### src/arf_pkg.sv
// package: register map, field layout, reset values and timing constants
package arf_pkg;

    // register byte addresses
    localparam logic [31:0] STATUS_OFS  = 32'h40030000;
    localparam logic [31:0] PCFG_OFS    = 32'h40030008;
    localparam logic [31:0] SCFG_OFS    = 32'h4003000C;
    localparam logic [31:0] CTRL_OFS    = 32'h40030010;
    localparam logic [31:0] LIMIT_OFS   = 32'h40030014;
    localparam logic [31:0] COUNT_OFS   = 32'h40030018;
    localparam logic [31:0] RESULT_OFS  = 32'h40030020;

    // control register fields
    localparam int CTRL_RCEN_BIT = 0;
    localparam int CTRL_FAST_BIT = 1;
    localparam int CTRL_ACC_BIT  = 2;
    localparam int CTRL_W        = 3;

    // primary configuration fields
    localparam int PCFG_GAIN_LSB = 0;
    localparam int GAIN_W        = 4;
    localparam int PCFG_CODE_BIT = 4;
    localparam int PCFG_W        = 5;
    localparam logic [3:0] GAIN_MAX = 4'h9;

    // secondary configuration fields
    localparam int SCFG_CH_LSB = 0;
    localparam int CH_W        = 4;
    localparam logic [3:0] TEMP_CHANNEL = 4'hF;

    // status register fields
    localparam int STAT_RDY_BIT  = 0;
    localparam int STAT_TEMP_BIT = 1;
    localparam int STAT_PEND_BIT = 2;

    // widths and reset values
    localparam int CNT_W      = 16;
    localparam int SAMPLE_W   = 28;
    localparam logic [31:0] RESULT_RST = 32'h00000001;
    localparam logic [31:0] REG_RST    = 32'h00000000;

    // bus responses
    localparam logic [1:0] RESP_OKAY   = 2'h0;
    localparam logic [1:0] RESP_DECERR = 2'h3;

    // fast temperature conversion time
    localparam int TEMP_TIME_US = 1000;
    localparam int CLK_MHZ      = 25;
    localparam int TEMP_CYCLES  = TEMP_TIME_US * CLK_MHZ;

    // fast conversion sequencer states
    typedef enum logic [1:0] {
        FAST_IDLE = 2'b00,
        FAST_PEND = 2'b01,
        FAST_TEMP = 2'b10
    } arf_fast_t;

endpackage : arf_pkg

### src/arf_top.sv
// converter result handling, result counter and fast temperature request
`timescale 1ns/100ps
////////////////////////////////////////////////////////////////////////////
// What this block does
// - fast conversion only on request bit rising
// - finish one configured conversion, then switch
// - return to configured channel after fast conversion
// - fast conversion lasts a fixed one millisecond
// - counter off: held zero, interrupt every conversion
// - counter on: interrupt when count equals limit
// - intermediate results dropped unless accumulating
// - result register 32 bits, resets to one
// - result aligned to gain, no software scaling
// - twos complement or unipolar per coding bit
// - gain 512 signal in bits 18 to 1
// - bit zero high means result invalid
// - ready flag set blocks result update
// - core off: no blocking, latest result kept
// - counter on: update only at limit
// - ready set together with result write
////////////////////////////////////////////////////////////////////////////
module arf_top #(
    parameter int TEMP_CYCLES = arf_pkg::TEMP_CYCLES
) (
    input  wire logic        aclk,          // system clock, 25 MHz
    input  wire logic        aresetn,       // synchronous reset, low
    input  wire logic [31:0] s_axi_awaddr,  // write address
    input  wire logic        s_axi_awvalid, // write address valid
    output logic             s_axi_awready, // write address ready
    input  wire logic [31:0] s_axi_wdata,   // write data
    input  wire logic [3:0]  s_axi_wstrb,   // write byte enables
    input  wire logic        s_axi_wvalid,  // write data valid
    output logic             s_axi_wready,  // write data ready
    output logic [1:0]       s_axi_bresp,   // write response
    output logic             s_axi_bvalid,  // write response valid
    input  wire logic        s_axi_bready,  // write response ready
    input  wire logic [31:0] s_axi_araddr,  // read address
    input  wire logic        s_axi_arvalid, // read address valid
    output logic             s_axi_arready, // read address ready
    output logic [31:0]      s_axi_rdata,   // read data
    output logic [1:0]       s_axi_rresp,   // read response
    output logic             s_axi_rvalid,  // read data valid
    input  wire logic        s_axi_rready,  // read data ready
    input  wire logic        conv_done,     // primary conversion pulse
    input  wire logic [27:0] conv_sample,   // primary raw sample
    input  wire logic        conv_settled,  // sample is settled
    input  wire logic        sec_conv_done, // secondary conversion pulse
    input  wire logic        core_off,      // processor core powered off
    output logic             conv_irq,      // converter interrupt pulse
    output logic [3:0]       sec_channel,   // secondary channel select
    output logic             sec_temp_conv  // fixed-time temp conversion
);

    ////////////////////////////////////////////////////////////////////////
    // helper functions

    // sign-extend a raw sample to a word
    function automatic logic [31:0] sext(input logic [27:0] s);
        sext = {{(32 - arf_pkg::SAMPLE_W){s[27]}}, s};
    endfunction : sext

    // align to gain, apply coding and validity flag
    function automatic logic [31:0] fmt_result(input logic [31:0] v,
                                               input logic [3:0]  gc,
                                               input logic        unip,
                                               input logic        bad);
        logic [31:0] r;
        logic [3:0]  g;
        g = (gc > arf_pkg::GAIN_MAX) ? arf_pkg::GAIN_MAX : gc;
        r = $signed(v) >>> g;
        if (unip) begin
            r = r ^ (32'h08000000 >> g);
            r = r & (32'h0FFFFFFF >> g);
        end
        r[0] = bad;
        fmt_result = r;
    endfunction : fmt_result

    // merge write data into a register under byte enables
    function automatic logic [31:0] wmerge(input logic [31:0] old,
                                           input logic [31:0] d,
                                           input logic [3:0]  st);
        logic [31:0] r;
        r = old;
        for (int i = 0; i < 4; i++) begin
            if (st[i]) begin
                r[8*i +: 8] = d[8*i +: 8];
            end
        end
        wmerge = r;
    endfunction : wmerge

    ////////////////////////////////////////////////////////////////////////
    // state declarations
    logic [31:0]             aw_addr_reg;
    logic [31:0]             w_data_reg;
    logic [3:0]              w_strb_reg;
    logic [arf_pkg::CTRL_W-1:0] ctrl_reg;
    logic [arf_pkg::PCFG_W-1:0] pcfg_reg;
    logic [arf_pkg::CH_W-1:0]   scfg_reg;
    logic [arf_pkg::CNT_W-1:0]  limit_reg;
    logic [arf_pkg::CNT_W-1:0]  count_reg;
    logic [31:0]             acc_reg;
    logic [31:0]             result_reg;
    logic                    ready_reg;
    logic                    fast_prev_reg;
    arf_pkg::arf_fast_t      fast_reg;
    logic [15:0]             temp_timer_reg;
    logic                    wr_go;
    logic                    rd_take;
    logic                    rd_clr;
    logic                    rc_en;
    logic                    acc_en;
    logic                    hit;
    logic                    upd;
    logic                    fast_rise;
    logic                    temp_end;
    logic [31:0]             sum;
    logic [31:0]             rd_mux;
    logic                    rd_ok;
    logic [31:0]             ctrl_wm;
    logic [31:0]             pcfg_wm;
    logic [31:0]             scfg_wm;
    logic [31:0]             limit_wm;

    ////////////////////////////////////////////////////////////////////////
    // decode of bus handshakes and conversion events
    assign rc_en     = ctrl_reg[arf_pkg::CTRL_RCEN_BIT];
    assign acc_en    = ctrl_reg[arf_pkg::CTRL_ACC_BIT];
    assign wr_go     = !s_axi_awready && !s_axi_wready && !s_axi_bvalid;
    assign rd_take   = s_axi_arvalid && s_axi_arready;
    assign rd_clr    = rd_take && (s_axi_araddr == arf_pkg::RESULT_OFS);
    assign hit       = conv_done && (!rc_en || count_reg == limit_reg);
    assign upd       = hit && (!ready_reg || core_off);
    assign sum       = (rc_en && acc_en) ? acc_reg + sext(conv_sample)
                                         : sext(conv_sample);
    assign fast_rise = ctrl_reg[arf_pkg::CTRL_FAST_BIT] && !fast_prev_reg;
    // merged write words, one per writable register
    assign ctrl_wm   = wmerge(32'(ctrl_reg), w_data_reg, w_strb_reg);
    assign pcfg_wm   = wmerge(32'(pcfg_reg), w_data_reg, w_strb_reg);
    assign scfg_wm   = wmerge(32'(scfg_reg), w_data_reg, w_strb_reg);
    assign limit_wm  = wmerge(32'(limit_reg), w_data_reg, w_strb_reg);
    assign temp_end  = (fast_reg == arf_pkg::FAST_TEMP) &&
                       (temp_timer_reg == 16'(TEMP_CYCLES - 1));

    ////////////////////////////////////////////////////////////////////////
    // write channel: address and data taken in either order
    always_ff @(posedge aclk) begin
        if (!aresetn) begin
            s_axi_awready <= 1'b1;
            s_axi_wready  <= 1'b1;
            s_axi_bvalid  <= 1'b0;
            s_axi_bresp   <= arf_pkg::RESP_OKAY;
            aw_addr_reg   <= arf_pkg::REG_RST;
            w_data_reg    <= arf_pkg::REG_RST;
            w_strb_reg    <= 4'h0;
        end else begin
            if (s_axi_awvalid && s_axi_awready) begin
                aw_addr_reg   <= s_axi_awaddr;
                s_axi_awready <= 1'b0;
            end
            if (s_axi_wvalid && s_axi_wready) begin
                w_data_reg   <= s_axi_wdata;
                w_strb_reg   <= s_axi_wstrb;
                s_axi_wready <= 1'b0;
            end
            if (wr_go) begin
                s_axi_bvalid  <= 1'b1;
                s_axi_awready <= 1'b1;
                s_axi_wready  <= 1'b1;
                case (aw_addr_reg)
                    arf_pkg::STATUS_OFS, arf_pkg::PCFG_OFS,
                    arf_pkg::SCFG_OFS,   arf_pkg::CTRL_OFS,
                    arf_pkg::LIMIT_OFS,  arf_pkg::COUNT_OFS,
                    arf_pkg::RESULT_OFS: s_axi_bresp <= arf_pkg::RESP_OKAY;
                    default:             s_axi_bresp <= arf_pkg::RESP_DECERR;
                endcase
            end else if (s_axi_bvalid && s_axi_bready) begin
                s_axi_bvalid <= 1'b0;
            end
        end
    end

    // software-written configuration registers
    always_ff @(posedge aclk) begin
        if (!aresetn) begin
            ctrl_reg  <= '0;
            pcfg_reg  <= '0;
            scfg_reg  <= '0;
            limit_reg <= '0;
        end else if (wr_go) begin
            case (aw_addr_reg)
                arf_pkg::CTRL_OFS:  ctrl_reg  <= ctrl_wm[arf_pkg::CTRL_W-1:0];
                arf_pkg::PCFG_OFS:  pcfg_reg  <= pcfg_wm[arf_pkg::PCFG_W-1:0];
                arf_pkg::SCFG_OFS:  scfg_reg  <= scfg_wm[arf_pkg::CH_W-1:0];
                arf_pkg::LIMIT_OFS: limit_reg <= limit_wm[arf_pkg::CNT_W-1:0];
                default: ;
            endcase
        end
    end

    ////////////////////////////////////////////////////////////////////////
    // read channel: one-cycle answer, result read clears ready flag
    always_comb begin
        rd_ok  = 1'b1;
        rd_mux = 32'h00000000;
        case (s_axi_araddr)
            arf_pkg::STATUS_OFS: begin
                rd_mux[arf_pkg::STAT_RDY_BIT]  = ready_reg;
                rd_mux[arf_pkg::STAT_TEMP_BIT] =
                    (fast_reg == arf_pkg::FAST_TEMP);
                rd_mux[arf_pkg::STAT_PEND_BIT] =
                    (fast_reg == arf_pkg::FAST_PEND);
            end
            arf_pkg::PCFG_OFS:   rd_mux = 32'(pcfg_reg);
            arf_pkg::SCFG_OFS:   rd_mux = 32'(scfg_reg);
            arf_pkg::CTRL_OFS:   rd_mux = 32'(ctrl_reg);
            arf_pkg::LIMIT_OFS:  rd_mux = 32'(limit_reg);
            arf_pkg::COUNT_OFS:  rd_mux = 32'(count_reg);
            arf_pkg::RESULT_OFS: rd_mux = result_reg;
            default:             rd_ok  = 1'b0;
        endcase
    end

    // read handshake registers
    always_ff @(posedge aclk) begin
        if (!aresetn) begin
            s_axi_arready <= 1'b1;
            s_axi_rvalid  <= 1'b0;
            s_axi_rdata   <= 32'h00000000;
            s_axi_rresp   <= arf_pkg::RESP_OKAY;
        end else if (rd_take) begin
            s_axi_arready <= 1'b0;
            s_axi_rvalid  <= 1'b1;
            s_axi_rdata   <= rd_mux;
            s_axi_rresp   <= rd_ok ? arf_pkg::RESP_OKAY
                                   : arf_pkg::RESP_DECERR;
        end else if (s_axi_rvalid && s_axi_rready) begin
            s_axi_rvalid  <= 1'b0;
            s_axi_arready <= 1'b1;
        end
    end

    ////////////////////////////////////////////////////////////////////////
    // result counter and accumulator
    always_ff @(posedge aclk) begin
        if (!aresetn || !rc_en) begin
            count_reg <= '0;
            acc_reg   <= 32'h00000000;
        end else if (conv_done) begin
            if (hit) begin
                count_reg <= '0;
                acc_reg   <= 32'h00000000;
            end else begin
                count_reg <= count_reg + 1'b1;
                if (acc_en) begin
                    acc_reg <= sum;
                end
            end
        end
    end

    // primary result register, written while ready is clear or core off, at counter limit or at every conversion with counter off
    always_ff @(posedge aclk) begin
        if (!aresetn) begin
            result_reg <= arf_pkg::RESULT_RST;
        end else if (upd) begin
            result_reg <= fmt_result(sum,
                pcfg_reg[arf_pkg::PCFG_GAIN_LSB +: arf_pkg::GAIN_W],
                pcfg_reg[arf_pkg::PCFG_CODE_BIT], !conv_settled);
        end
    end

    // ready flag: set on result event wins over read clear
    always_ff @(posedge aclk) begin
        if (!aresetn) begin
            ready_reg <= 1'b0;
        end else if (hit) begin
            ready_reg <= 1'b1;
        end else if (rd_clr) begin
            ready_reg <= 1'b0;
        end
    end

    // interrupt pulse once per counted result
    always_ff @(posedge aclk) begin
        if (!aresetn) begin
            conv_irq <= 1'b0;
        end else begin
            conv_irq <= hit;
        end
    end

    ////////////////////////////////////////////////////////////////////////
    // fast temperature sequencer on the secondary converter
    always_ff @(posedge aclk) begin
        if (!aresetn) begin
            fast_prev_reg  <= 1'b0;
            fast_reg       <= arf_pkg::FAST_IDLE;
            temp_timer_reg <= 16'h0000;
        end else begin
            fast_prev_reg <= ctrl_reg[arf_pkg::CTRL_FAST_BIT];
            case (fast_reg)
                arf_pkg::FAST_IDLE: begin
                    if (fast_rise) begin
                        fast_reg <= arf_pkg::FAST_PEND;
                    end
                end
                arf_pkg::FAST_PEND: begin
                    if (sec_conv_done) begin
                        fast_reg       <= arf_pkg::FAST_TEMP;
                        temp_timer_reg <= 16'h0000;
                    end
                end
                arf_pkg::FAST_TEMP: begin
                    if (temp_end) begin
                        fast_reg <= arf_pkg::FAST_IDLE;
                    end else begin
                        temp_timer_reg <= temp_timer_reg + 16'h0001;
                    end
                end
                default: fast_reg <= arf_pkg::FAST_IDLE;
            endcase
        end
    end

    // secondary channel select and fixed-time mode
    always_ff @(posedge aclk) begin
        if (!aresetn) begin
            sec_channel   <= 4'h0;
            sec_temp_conv <= 1'b0;
        end else if (fast_reg == arf_pkg::FAST_PEND && sec_conv_done) begin
            sec_channel   <= arf_pkg::TEMP_CHANNEL;
            sec_temp_conv <= 1'b1;
        end else if (fast_reg != arf_pkg::FAST_TEMP || temp_end) begin
            sec_channel   <= scfg_reg;
            sec_temp_conv <= 1'b0;
        end
    end

    ////////////////////////////////////////////////////////////////////////
    // checks
    property p_fast_edge;
        @(posedge aclk) disable iff (!aresetn)
        fast_rise && fast_reg == arf_pkg::FAST_IDLE
            |=> fast_reg == arf_pkg::FAST_PEND;
    endproperty
    a_fast_edge: assert property (p_fast_edge)
        else $error("fast request edge not taken");

    property p_fast_hold;
        @(posedge aclk) disable iff (!aresetn)
        fast_reg == arf_pkg::FAST_IDLE && !fast_rise
            |=> fast_reg == arf_pkg::FAST_IDLE;
    endproperty
    a_fast_hold: assert property (p_fast_hold)
        else $error("fast conversion without rising request");

    property p_pend_switch;
        @(posedge aclk) disable iff (!aresetn)
        fast_reg == arf_pkg::FAST_PEND && sec_conv_done
            |=> sec_temp_conv && sec_channel == arf_pkg::TEMP_CHANNEL;
    endproperty
    a_pend_switch: assert property (p_pend_switch)
        else $error("no switch to temperature after pending conversion");

    property p_return;
        @(posedge aclk) disable iff (!aresetn)
        temp_end |=> !sec_temp_conv ##1 sec_channel == $past(scfg_reg);
    endproperty
    a_return: assert property (p_return)
        else $error("secondary channel not restored");

    property p_temp_len;
        @(posedge aclk) disable iff (!aresetn)
        $fell(sec_temp_conv) |-> $past(temp_timer_reg) ==
            16'(TEMP_CYCLES - 1);
    endproperty
    a_temp_len: assert property (p_temp_len)
        else $error("temperature conversion length wrong");

    property p_cnt_off;
        @(posedge aclk) disable iff (!aresetn)
        !rc_en |=> count_reg == '0;
    endproperty
    a_cnt_off: assert property (p_cnt_off)
        else $error("result counter not held at zero");

    property p_irq_each;
        @(posedge aclk) disable iff (!aresetn)
        conv_done && !rc_en |=> conv_irq ##1 (!conv_irq || $past(conv_done));
    endproperty
    a_irq_each: assert property (p_irq_each)
        else $error("missing interrupt with counter off");

    property p_irq_limit;
        @(posedge aclk) disable iff (!aresetn)
        rc_en && !(conv_done && count_reg == limit_reg) |=> !conv_irq;
    endproperty
    a_irq_limit: assert property (p_irq_limit)
        else $error("interrupt before counter limit");

    property p_block;
        @(posedge aclk) disable iff (!aresetn)
        ready_reg && !core_off |=> $stable(result_reg);
    endproperty
    a_block: assert property (p_block)
        else $error("result overwritten while ready set");

    property p_ready_set;
        @(posedge aclk) disable iff (!aresetn)
        upd |=> ready_reg && result_reg[0] == !$past(conv_settled);
    endproperty
    a_ready_set: assert property (p_ready_set)
        else $error("ready flag not set with result write");

    c_fast_done:  cover property (@(posedge aclk) disable iff (!aresetn)
        temp_end);
    c_limit_irq:  cover property (@(posedge aclk) disable iff (!aresetn)
        rc_en && hit);
    c_blocked:    cover property (@(posedge aclk) disable iff (!aresetn)
        hit && ready_reg && !core_off);
    c_core_off:   cover property (@(posedge aclk) disable iff (!aresetn)
        hit && ready_reg && core_off);

endmodule : arf_top

### config.mk
export PLATFORM = sky130hd
export DESIGN_NAME = arf_top
export DESIGN_NICKNAME = d
export VERILOG_FILES = /design/src/arf_pkg.sv /design/src/arf_top.sv
export SDC_FILE = /design/constraint.sdc
export NUM_CORES = 1
export LEC_CHECK = 0
export BUFFER_PORTS_ARGS = -buffer_cell sky130_fd_sc_hd__clkbuf_2
export CAP_MARGIN = 20
export CORE_MARGIN = 2
export CORE_UTILIZATION = 42
export CTS_CLUSTER_DIAMETER = 40
export DETAILED_ROUTE_END_ITERATION = 7
export GPL_ROUTABILITY_DRIVEN = 1
export HOLD_SLACK_MARGIN = 0.05
export PLACE_DENSITY = 0.74
export SKIP_CTS_REPAIR_TIMING = 1
export SLEW_MARGIN = 15
export SYNTH_ARGS = -nofsm -noshare
export SYNTH_HDL_FRONTEND = slang
export SYNTH_SLANG_ARGS = --single-unit
### constraint.sdc
create_clock -name aclk -period 4.4 [get_ports aclk]
set_input_delay 1.32 -clock aclk [delete_from_list [all_inputs] [get_ports aclk]]
set_output_delay 1.32 -clock aclk [all_outputs]
set_load 0.005 [all_outputs]
# After elaboration in Yosys (flattened, before gate mapping)
# Cells that the tools add are included.
# word_totals
ff_bits	225
inputBits	139
output_inout_bits	47
elab_cells	133
# op_classes
add_sub_neg	3
n_bitwise	3
muxes	30
n_eq_ne	23
magnitude_cmp	1
reduce_logical	44
shift	3
# op_table
op	n
equality test 32 x 31 -> 1 bit, second input constant	14
case mux 29 bit (5 select lines)	1
2-to-1 mux 32 bit	4
>> shifter 28 x 4 -> 32 bit, first input constant	2
2-to-1 mux 16 bit	3
adder 16 x 1 -> 16 bit, second input constant	2
adder 32 bit	1
AND 32 bit	1
case mux 16 bit (2 select lines)	1
>>> shifter 32 x 4 -> 32 bit	1
bitwise XOR 32 bit	1
case mux 3 bit (7 select lines)	1
AND reduction 3 bit	7
equality test 16 x 15 -> 1 bit, second input constant	1
equality test 16 bit	1
logical AND 1 bit	14
OR reduction 7 bit	2
2-to-1 mux 4 bit	3
nonzero test 2 bit	6
2-to-1 mux 1 bit	11
2-to-1 mux 2 bit	5
!= test 2 bit, second input constant	5
logical NOT 1 bit	8
case mux 2 bit (3 select lines)	1
other kinds (8)	11

# Logic depth before layout (Yosys ltp)
# Gate-level depths: netlist of the first run.
# depth
depth_word	6
mapped_depth	12
ltp_nobuf	12

# Worst setup path after synthesis of the first run
# OpenSTA, ideal clock, no wires.
# synth_timing
path_kind	input-to-reg
from	input conv_sample[0]
to	register result_reg[9]
t_required_ps	4281
setup_ps	119
path_stages	12
setup_slack_ps	182
path_buffers	0
t_arrival_ps	4100
path_cell_list	ha_1 -> fa_1 -> a21o_1 -> a221o_1 -> a311oi_2 -> o21ai_0 -> a2111oi_0 -> a31oi_1 -> mux2_2 -> nor2_1 -> nor3_1 -> o221a_2
# synth_via
elab_chain_len	6
# synth_rtl
item	line_no	rtl
start: declaration	arf_top.sv:45	input wire logic [27:0] conv_sample,
adder 32 bit	arf_top.sv:135	assign sum = (rc_en && acc_en) ? acc_reg + sext(conv_sample)
2-to-1 mux 32 bit *	arf_top.sv:135	
>>> shifter 32 x 4 -> 32 bit *	arf_top.sv:70	r = $signed(v) >>> g;
bitwise XOR 32 bit	arf_top.sv:72	r = r ^ (32'h08000000 >> g);
AND 32 bit	arf_top.sv:73	r = r & (32'h0FFFFFFF >> g);
2-to-1 mux 32 bit *	arf_top.sv:71	if (unip) begin
end signal: assignment	arf_top.sv:266	result_reg <= arf_pkg::RESULT_RST;
end signal: assignment	arf_top.sv:268	result_reg <= fmt_result(sum,
end: declaration	arf_top.sv:104	logic [31:0] result_reg;
# Every way passes the cells marked *; elsewhere a longest branch is shown, timed or not.
# A chain may end at the register's enable or synchronous reset.

# Final worst setup path of the first run
# layout_timing
from	input conv_sample[0]
to	register result_reg[2]
# Same word-level chain as after synthesis.

==> run metrics, run 1 <==
area share of the largest cell type after synthesis=33.6%; amount of wire on met2 after detailed routing=19,400 um; Antenna Diode Count=0; crit end category=register; setup violation total in the final timing report=0; ratio of final minimum period to clock period=96.3%; first-pass GRT wire length=67,400 um; CP Data Required Time=4790 ps; share of synthesized cell area in full adder, half adder and majority cells=3.26%; max layer used=met4; main combinational cell family by area after synthesis=simple AND/OR/NAND/NOR gates; hold slack final=463 ps; multiplexer share of the synthesized area=6.19%; number of global-route vias before repair=13.1k; clock insertion delay at the later pin of the skew report=550 ps; largest buffer count on any clock path=3; Congestion Overflow GR=0; clock-pin slew reported for the worst setup and hold paths after clock tree synthesis=50 ps; Hold Path Class=reg -> reg; initial antenna violation count=0; Clock Root Buffer=clkbuf_16; Post-Route Skew=34.9 ps; post-DP HPWL=31,100 um; die span in y=182 um; post-synthesis share of cell area spent on and, or, nand and nor gates=25.0%; post-synthesis sequential area ratio=33.6%; ratio of cells with drive above 1 in the final layout=21.0%; max cap viols=0; final slew viol count=0; final weighted congestion in routability-driven placement=0.961; achievable frequency=0.236 GHz; Area Growth Syn to Fin=24.0%; Tot Pwr=5.59 mW; maximum number of pins on one net before global-route repair=103; wire length on met1=18,000 um; nets in the synthesized netlist=1,855; number of standard cells after synthesis=1,682; wire length per cell=18.1 um; class of the most critical setup path=in -> reg; most area-consuming cells after synthesis=dfxtp_1, nand2_1, mux2i_1; number of port buffers=167; DRC marker count from the first detailed-route iteration=1,510; total of flip-flops plus latches after synthesis=223; cell leakage power=6.87 nW; number of buffers added by the clock tree synthesis step=38; headroom to the max-slew limit=33.1%; cell area after technology mapping=0.0133 sq mm; Nets=2,079; number of enable flip-flop cells after synthesis=0; # DRC=0; I/O pins=186; Crit Path Max Fanout=4; xor and xnor area share after synthesis=4.02%; unrepaired setup endpoints after global routing=false; arrival time reported for the critical path endpoint=4630 ps; setup ws final=161 ps; Power Dens Cells=339 mW/mm^2; aggregate negative setup slack=0 ps; starting density of the core=42.4%; Via Count=13.6k; area leader, netlist=dfxtp_1; die outline width=182 um; kind of start point of the critical path=input pin; Post-Layout Inst Area=0.0165 sq mm; compound-cell area share of the yosys netlist=24.0%; actual transition at the worst max-transition pin=1000 ps; area of the placeable core=0.0313 sq mm; total number of yosys warnings=0; met3 wire length=3510 um; final critical delay including setup and external delays=4240 ps; async set or reset register ratio after synthesis=0%; Total Routed Length=42,200 um; area of the die=0.0331 sq mm; clock sink count=223; via-per-instance ratio=5.81; site row count=65; antenna violation net count after detailed routing=0; first-pass iteration count of the detailed router=6; worst slack at placement=-287 ps; post-place instance area=0.0151 sq mm; result of the run=complete, no violations; CTS tree=yes; Max H-tree Level=2; number of filler cells placed in the layout=2,940; Peak supply drop=294 uV; library cells used by synthesis=87; flip-flop cell with the highest count after synthesis=dfxtp_1; global-route total usage across every layer=24.9%; per-instance average area after synthesis=7.89 sq um; final number of hold-violating endpoints=0
==> metrics by stage <==
| stage | utilization [%] | cells |
|---|---|---|
| floorplan | - | 1682 |
| global placement | 48.4 | 2267 |
| detailed placement | 48.4 | 2267 |
| CTS | 52.5 | 2336 |
| global route | 52.6 | 2337 |
| finish | 52.6 | 2337 |
==> worst max-delay path: stages <==
cell and delay [ps]:
clkbuf_2 80, ha_1 210, fa_1 400, a21o_1 200, a221o_1 370, buf_4 170, a21o_1 190, a21o_1 180
a221oi_1 370, buf_4 190, buf_4 100, mux2i_1 90, mux2i_1 220, nor2_1 60, nor3_1 350, o31ai_1 120
==> Yosys cell counts, types with 24 or more instances <==
cell type / instances
ha_1: 33
nand3_1: 63
xnor2_1: 31
mux2i_1: 63
nor2b_1: 34
nand2_1: 277
clkbuf_1: 90
nor3_1: 32
nand4_1: 29
and3_1: 24
a21oi_1: 91
and2_1: 27
xor2_1: 30
o21ai_0: 79
a21boi_0: 76
dfxtp_1: 223
nor2_1: 138
==> power by group <==
group / total (mW) / switching [mW] / internal, mW
Combinational: 0.476 / 0.269 / 0.207
Sequential: 2.12 / 0.0439 / 2.08
Clock: 2.99 / 1.16 / 1.83
==> kinds of logic after synthesis <==
kind of cell / after synthesis
mux: 78
buf+inv: 130
flops: 223
xor+xnor: 61
simple gates: 701
compound gates: 455
fa+ha+maj: 34
==> area by class of cell <==
class / instances / area [sq um] / share of cell area, %
Sequential cell: 223 / 4460 / 27.1
Clock inverter: 26 / 315 / 1.92
Timing Repair Buffer: 299 / 1840 / 11.2
Tap cell: 402 / 503 / 3.06
Clock buffer: 43 / 980 / 5.95
Multi-Input combinational cell: 1329 / 8300 / 50.5
Inverter: 15 / 56.3 / 0.342
==> final timing paths <==
check	from	endpoint	slack (ps)	depth (start not counted)
min	acc_reg[2]$_SDFFE_PP0P_	acc_reg[2]$_SDFFE_PP0P_	460	2
max reg2reg	acc_reg[0]$_SDFFE_PP0P_	result_reg[2]$_SDFFE_PN0P_	730	15
min reg2reg	acc_reg[2]$_SDFFE_PP0P_	acc_reg[2]$_SDFFE_PP0P_	460	2
max	conv_sample[0]	result_reg[2]$_SDFFE_PN0P_	160	16
==> placed cells by master (no fill, tap or decap), types with 30 or more instances in the layout <==
master and count:
nand3_1 63, dfxtp_1 223, ha_1 33, buf_4 132, mux2i_1 63, nor3_1 32
xor2_1 30, a21oi_1 91, nand2_1 277, o21ai_0 78, xnor2_1 31, clkbuf_2 166
clkbuf_16 38, nor2_1 138, a21boi_0 76, nor2b_1 33
==> routing by layer <==
layer,track usage (%),vias to the layer above
met2,41.7,611
met5,0,-
met3,5.09,102
li1,-,6566
met1,31.9,6307
met4,8.39,0
(Power assumes the default switching activity.)
==> inputs of run 2 (changes only) <==
Settings changed: CORE_MARGIN 2 to 5, REMOVE_ABC_BUFFERS set to 1.
==> run metrics, run 2 (synthesis results as in run 1) <==
Post-Route Skew=32.8 ps (was 34.9 ps); Crit Path Max Fanout=3 (was 4); first element of the critical path=conv_sample[0] (unchanged); switching share of power=24.4% (was 26.3%); final critical delay including setup and external delays=4230 ps (was 4240 ps); site row count=65 (unchanged); Combinational Power Share=8.5% (about the same); ratio of cells with drive above 1 in the final layout=21.1% (was 21.0%); arrival time reported for the critical path endpoint=4690 ps (was 4630 ps); clock insertion delay at the later pin of the skew report=540 ps (was 550 ps); clock power share=53.3% (was 53.5%); hold slack final=458 ps (was 463 ps); net load switching power=1.35 mW (was 1.47 mW); depth of the most critical reg-to-reg path=15 (unchanged); most frequent cells in the layout=nand2_1, dfxtp_1, clkbuf_2 (unchanged); worst reg2reg endpoint=result_reg[21]$_SDFFE_PN0P_ (was result_reg[2]$_SDFFE_PN0P_); part of the total power dissipated in sequential elements=38.2% (was 38.0%); result of the run=complete, no violations (unchanged); achievable frequency=0.236 GHz (about the same); number of buffers added by the clock tree synthesis step=35 (was 38); area of the placeable core=0.0314 sq mm (was 0.0313 sq mm); Max H-tree Level=2 (unchanged); actual transition at the worst max-transition pin=1040 ps (was 1000 ps); Via Count=13.6k (about the same); area of the die=0.0353 sq mm (was 0.0331 sq mm); crit end category=register (unchanged); Tot Pwr=5.54 mW (was 5.59 mW); Congestion Overflow GR=0 (unchanged); DRC marker count from the first detailed-route iteration=1,432 (was 1,510); Peak supply drop=344 uV (was 294 uV); CP Data Required Time=4860 ps (was 4790 ps); I/O pins=186 (unchanged); via-per-instance ratio=5.84 (was 5.81); antenna violation net count after detailed routing=0 (unchanged); final slew viol count=0 (unchanged); number of filler cells placed in the layout=2,971 (was 2,940); final weighted congestion in routability-driven placement=0.983 (was 0.961); ratio of final minimum period to clock period=96.2% (was 96.3%); wire length per cell=17.8 um (was 18.1 um); clock-pin slew reported for the worst setup and hold paths after clock tree synthesis=50 ps (about the same); number of global-route vias before repair=13.0k (was 13.1k); internal reg-to-reg setup slack=750 ps (was 730 ps); class of the most critical setup path=in -> reg (unchanged); Hold Path Class=reg -> reg (unchanged); Internal Dissipation=4.19 mW (was 4.12 mW); Power Dens Cells=336 mW/mm^2 (was 339 mW/mm^2); Clock Root Buffer=clkbuf_16 (unchanged); global-route total usage across every layer=22.5% (was 24.9%); end point of the critical path=result_reg[21]$_SDFFE_PN0P_ (was result_reg[2]$_SDFFE_PN0P_); initial antenna violation count=0 (unchanged); headroom to the max-slew limit=30.6% (was 33.1%); unrepaired setup endpoints after global routing=false (unchanged); largest buffer count on any clock path=3 (unchanged); most frequent standard cell in the layout excluding fill and tap cells=nand2_1 (unchanged); starting density of the core=42.3% (was 42.4%); max cap viols=0 (unchanged); setup ws final=169 ps (was 161 ps); worst slack at placement=-404 ps (was -287 ps); # DRC=0 (unchanged); maximum number of pins on one net before global-route repair=91 (was 103); setup violation total in the final timing report=0 (unchanged); kind of start point of the critical path=input pin (unchanged); die span in y=188 um (was 182 um); cell leakage power=6.88 nW (was 6.87 nW); post-DP HPWL=30,700 um (was 31,100 um); die outline width=188 um (was 182 um); clock sink count=223 (unchanged); CTS tree=yes (unchanged); number of port buffers=167 (unchanged); Area Growth Syn to Fin=24.1% (was 24.0%); final number of hold-violating endpoints=0 (unchanged); reg-to-reg startpoint=acc_reg[0]$_SDFFE_PP0P_ (unchanged); first-pass GRT wire length=66,700 um (was 67,400 um); first-pass iteration count of the detailed router=6 (unchanged); Antenna Diode Count=0 (unchanged); Nets=2,080 (was 2,079); Total Routed Length=41,600 um (was 42,200 um)
[run 2: per-layer routing]
layer	vias up	global-route usage [%]	part of all wire, %
li1	6562	-	-
met1	6400	29.4	43
met2	562	37.5	46
met3	109	4.73	8.1
met4	0	6.97	3.2
met5	-	0	0
[run 2: critical path, cell delays in order]
cell,delay (ps)
clkbuf_2,80
ha_1,210
fa_1,420
a21o_1,190
a221o_1,370
a311oi_4,310
buf_4,180
o21bai_1,100
a211o_1,340
xor2_2,180
o221ai_1,140
buf_4,180
buf_4,130
mux2i_1,200
o221ai_1,160
o21ai_0,160
[run 2: power groups by stage]
stage | logic (mW) | clock network (mW) | registers, mW
6_report | 0.471 | 2.95 | 2.12
5_1_grt | 0.519 | 3.09 | 2.12
4_1_cts | 0.465 | 3.00 | 2.12
3_5_place_dp | 0.462 | 0 | 2.16
3_3_place_gp | 0.452 | 0 | 2.16
2_1_floorplan | 0.238 | 0 | 2.14
[run 2: worst min-delay path by stage]
stage / slack, ps / cells after the start / from / endpoint
finish: 460 / 2 / acc_reg[16]$_SDFFE_PP0P_ / acc_reg[16]$_SDFFE_PP0P_
global route: 480 / 2 / acc_reg[16]$_SDFFE_PP0P_ / acc_reg[16]$_SDFFE_PP0P_
CTS: 460 / 2 / acc_reg[16]$_SDFFE_PP0P_ / acc_reg[16]$_SDFFE_PP0P_
detailed placement: 460 / 2 / acc_reg[16]$_SDFFE_PP0P_ / acc_reg[16]$_SDFFE_PP0P_
global placement: 440 / 2 / acc_reg[16]$_SDFFE_PP0P_ / acc_reg[16]$_SDFFE_PP0P_
floorplan: 440 / 2 / acc_reg[28]$_SDFFE_PP0P_ / acc_reg[28]$_SDFFE_PP0P_
[run 2: area by class of cell]
type | count | area (sq um) | share of cell area [%]
clock buffer | 41 | 938 | 5.70
clock inverter | 21 | 329 | 2.00
inverter | 15 | 56.3 | 0.342
multi-input combinational | 1329 | 8330 | 50.5
sequential | 223 | 4460 | 27.1
tap | 402 | 503 | 3.05
timing repair buffer | 303 | 1860 | 11.3
[run 2: metrics by stage]
step | setup TNS (ps) | utilization, % | area (sq um) | cells
after global placement | -4750 | 48.4 | 15200 | 2272
after CTS | 0 | 52.4 | 16500 | 2334
after detailed placement | -5700 | 48.4 | 15200 | 2272
after floorplan | 0 | - | 12800 | 1567
after global routing | 0 | 52.5 | 16500 | 2334
final | 0 | 52.5 | 16500 | 2334
==> inputs of run 3 (changes only) <==
--- a/config.mk
+++ b/config.mk
@@ -7,5 +7,5 @@
 export LEC_CHECK = 0
 export BUFFER_PORTS_ARGS = -buffer_cell sky130_fd_sc_hd__clkbuf_2
-export CAP_MARGIN = 20
+export CAP_MARGIN = 15
 export CORE_MARGIN = 5
 export CORE_UTILIZATION = 42
==> constraint.sdc (replaced) <==
create_clock -name aclk -period 4.4 [get_ports aclk]
set_input_delay 0.88 -clock aclk [delete_from_list [all_inputs] [get_ports aclk]]
set_output_delay 0.88 -clock aclk [all_outputs]
set_load 0.005 [all_outputs]
==> run metrics, run 3 (synthesis results as in run 1) <==
worst slack at placement=187 ps (was -404 ps); final cell count without fillers=2,249 (was 2,334); clock insertion delay at the later pin of the skew report=510 ps (was 540 ps); ratio of final minimum period to clock period=88.1% (was 96.2%); CTS tree=yes (unchanged); arrival time reported for the critical path endpoint=4250 ps (was 4690 ps); largest buffer count on any clock path=3 (unchanged); first-pass iteration count of the detailed router=7 (was 6); antenna violation net count after detailed routing=0 (unchanged); class of the most critical setup path=in -> reg (unchanged); I/O pins=186 (unchanged); starting density of the core=42.3% (unchanged); # DRC=0 (unchanged); clock-pin slew reported for the worst setup and hold paths after clock tree synthesis=50 ps (about the same); aggregate negative setup slack=0 ps (unchanged); Peak supply drop=251 uV (was 344 uV); unrepaired setup endpoints after global routing=false (unchanged); Congestion Overflow GR=0 (unchanged); die outline width=188 um (unchanged); most frequent standard cell in the layout excluding fill and tap cells=nand2_1 (unchanged); ratio of cells with drive above 1 in the final layout=17.4% (was 21.1%); Post-Route Skew=26.5 ps (was 32.8 ps); final weighted congestion in routability-driven placement=0.963 (was 0.983); area of the die=0.0353 sq mm (unchanged); crit end category=register (unchanged); Max H-tree Level=2 (unchanged); number of port buffers=167 (unchanged); number of global-route vias before repair=12.5k (was 13.0k); number of buffers added by the clock tree synthesis step=35 (unchanged); sequential standard cell area=0.00446 sq mm (unchanged); Antenna Diode Count=0 (unchanged); Total Routed Length=40,400 um (was 41,600 um); Via Count=13.3k (was 13.6k); Power Dens Cells=332 mW/mm^2 (was 336 mW/mm^2); initial antenna violation count=1 (was 0); headroom to the max-slew limit=29.2% (was 30.6%); setup ws final=523 ps (was 169 ps); Area Growth Syn to Fin=18.3% (was 24.1%); post-place instance area=0.0146 sq mm (was 0.0152 sq mm); achievable frequency=0.258 GHz (was 0.236 GHz); Tot Pwr=5.21 mW (was 5.54 mW); Crit Path Max Fanout=6 (was 3); actual transition at the worst max-transition pin=1060 ps (was 1040 ps); number of filler cells placed in the layout=3,071 (was 2,971); Post-Layout Inst Area=0.0157 sq mm (was 0.0165 sq mm); via-per-instance ratio=5.92 (was 5.84); setup violation total in the final timing report=0 (unchanged); area of the multi-input gates=0.00831 sq mm (was 0.00833 sq mm); max cap viols=0 (unchanged); CP Data Required Time=4770 ps (was 4860 ps); final critical delay including setup and external delays=3880 ps (was 4230 ps); global-route total usage across every layer=21.9% (was 22.5%); Hold Path Class=reg -> reg (unchanged); Nets=1,997 (was 2,080); total placed cells including tap cells=2,189 (was 2,272); area of the placeable core=0.0314 sq mm (unchanged); cell leakage power=6.42 nW (was 6.88 nW); result of the run=complete, no violations (unchanged); maximum number of pins on one net before global-route repair=89 (was 91); most frequent cells in the layout=nand2_1, dfxtp_1, clkbuf_2 (unchanged); final slew viol count=0 (unchanged); site row count=65 (unchanged); die span in y=188 um (unchanged); clock sink count=223 (unchanged); kind of start point of the critical path=input pin (unchanged); post-DP HPWL=30,200 um (was 30,700 um); Clock Root Buffer=clkbuf_16 (unchanged); wire length per cell=18.0 um (was 17.8 um); final number of hold-violating endpoints=0 (unchanged); first-pass GRT wire length=64,900 um (was 66,700 um); DRC marker count from the first detailed-route iteration=1,315 (was 1,432)
==> run 3: cell type report <==
cell class              instances  area share (%)
well taps                     402            3.20
clock buffers                  41            6.18
clock inverters                19            1.12
repair buffers                220            7.87
multi-input cells            1329            52.9
inverters                      15           0.358
flip-flops and latches        223            28.4
==> run 3: power by group <==
part           switching [mW]  internal (mW)
sequential             0.0389           2.08
combinational           0.258          0.174
clock                    1.01           1.65
==> run 3: final timing paths <==
kind         cells after the start  slack, ps                     start                     endpoint
max                             11        520            conv_sample[4]  result_reg[19]$_SDFFE_PN0P_
min                              2        460  acc_reg[25]$_SDFFE_PP0P_     acc_reg[25]$_SDFFE_PP0P_
max reg2reg                     10        710   acc_reg[4]$_SDFFE_PP0P_  result_reg[19]$_SDFFE_PN0P_
min reg2reg                      2        460  acc_reg[25]$_SDFFE_PP0P_     acc_reg[25]$_SDFFE_PP0P_
==> run 3: worst max-delay path, cell delays in order <==
cell      delay [ps]
clkbuf_2         100
ha_1             370
o211ai_1         140
o211ai_1         490
a31oi_1          290
o41ai_1          570
xor2_1           230
o221ai_1         460
mux2i_1          230
a211oi_1         350
a31oi_1          130
==> run 3: stage by stage <==
| stage | hold slack, ps | util, % |
|---|---|---|
| 6_report | 456 | 50.1 |
| 5_1_grt | 479 | 50.1 |
| 4_1_cts | 459 | 50.1 |
| 3_3_place_gp | 447 | 46.4 |
| 3_5_place_dp | 453 | 46.4 |
| 2_1_floorplan | 436 | - |
==> run 3: layer usage <==
layer	up-vias	GRT usage [%]	part of all wire, %
met2	569	35.1	45
met3	110	4.71	8.1
met1	6232	29.6	44
li1	6398	-	-
met5	-	0	0
met4	0	6.69	2.8
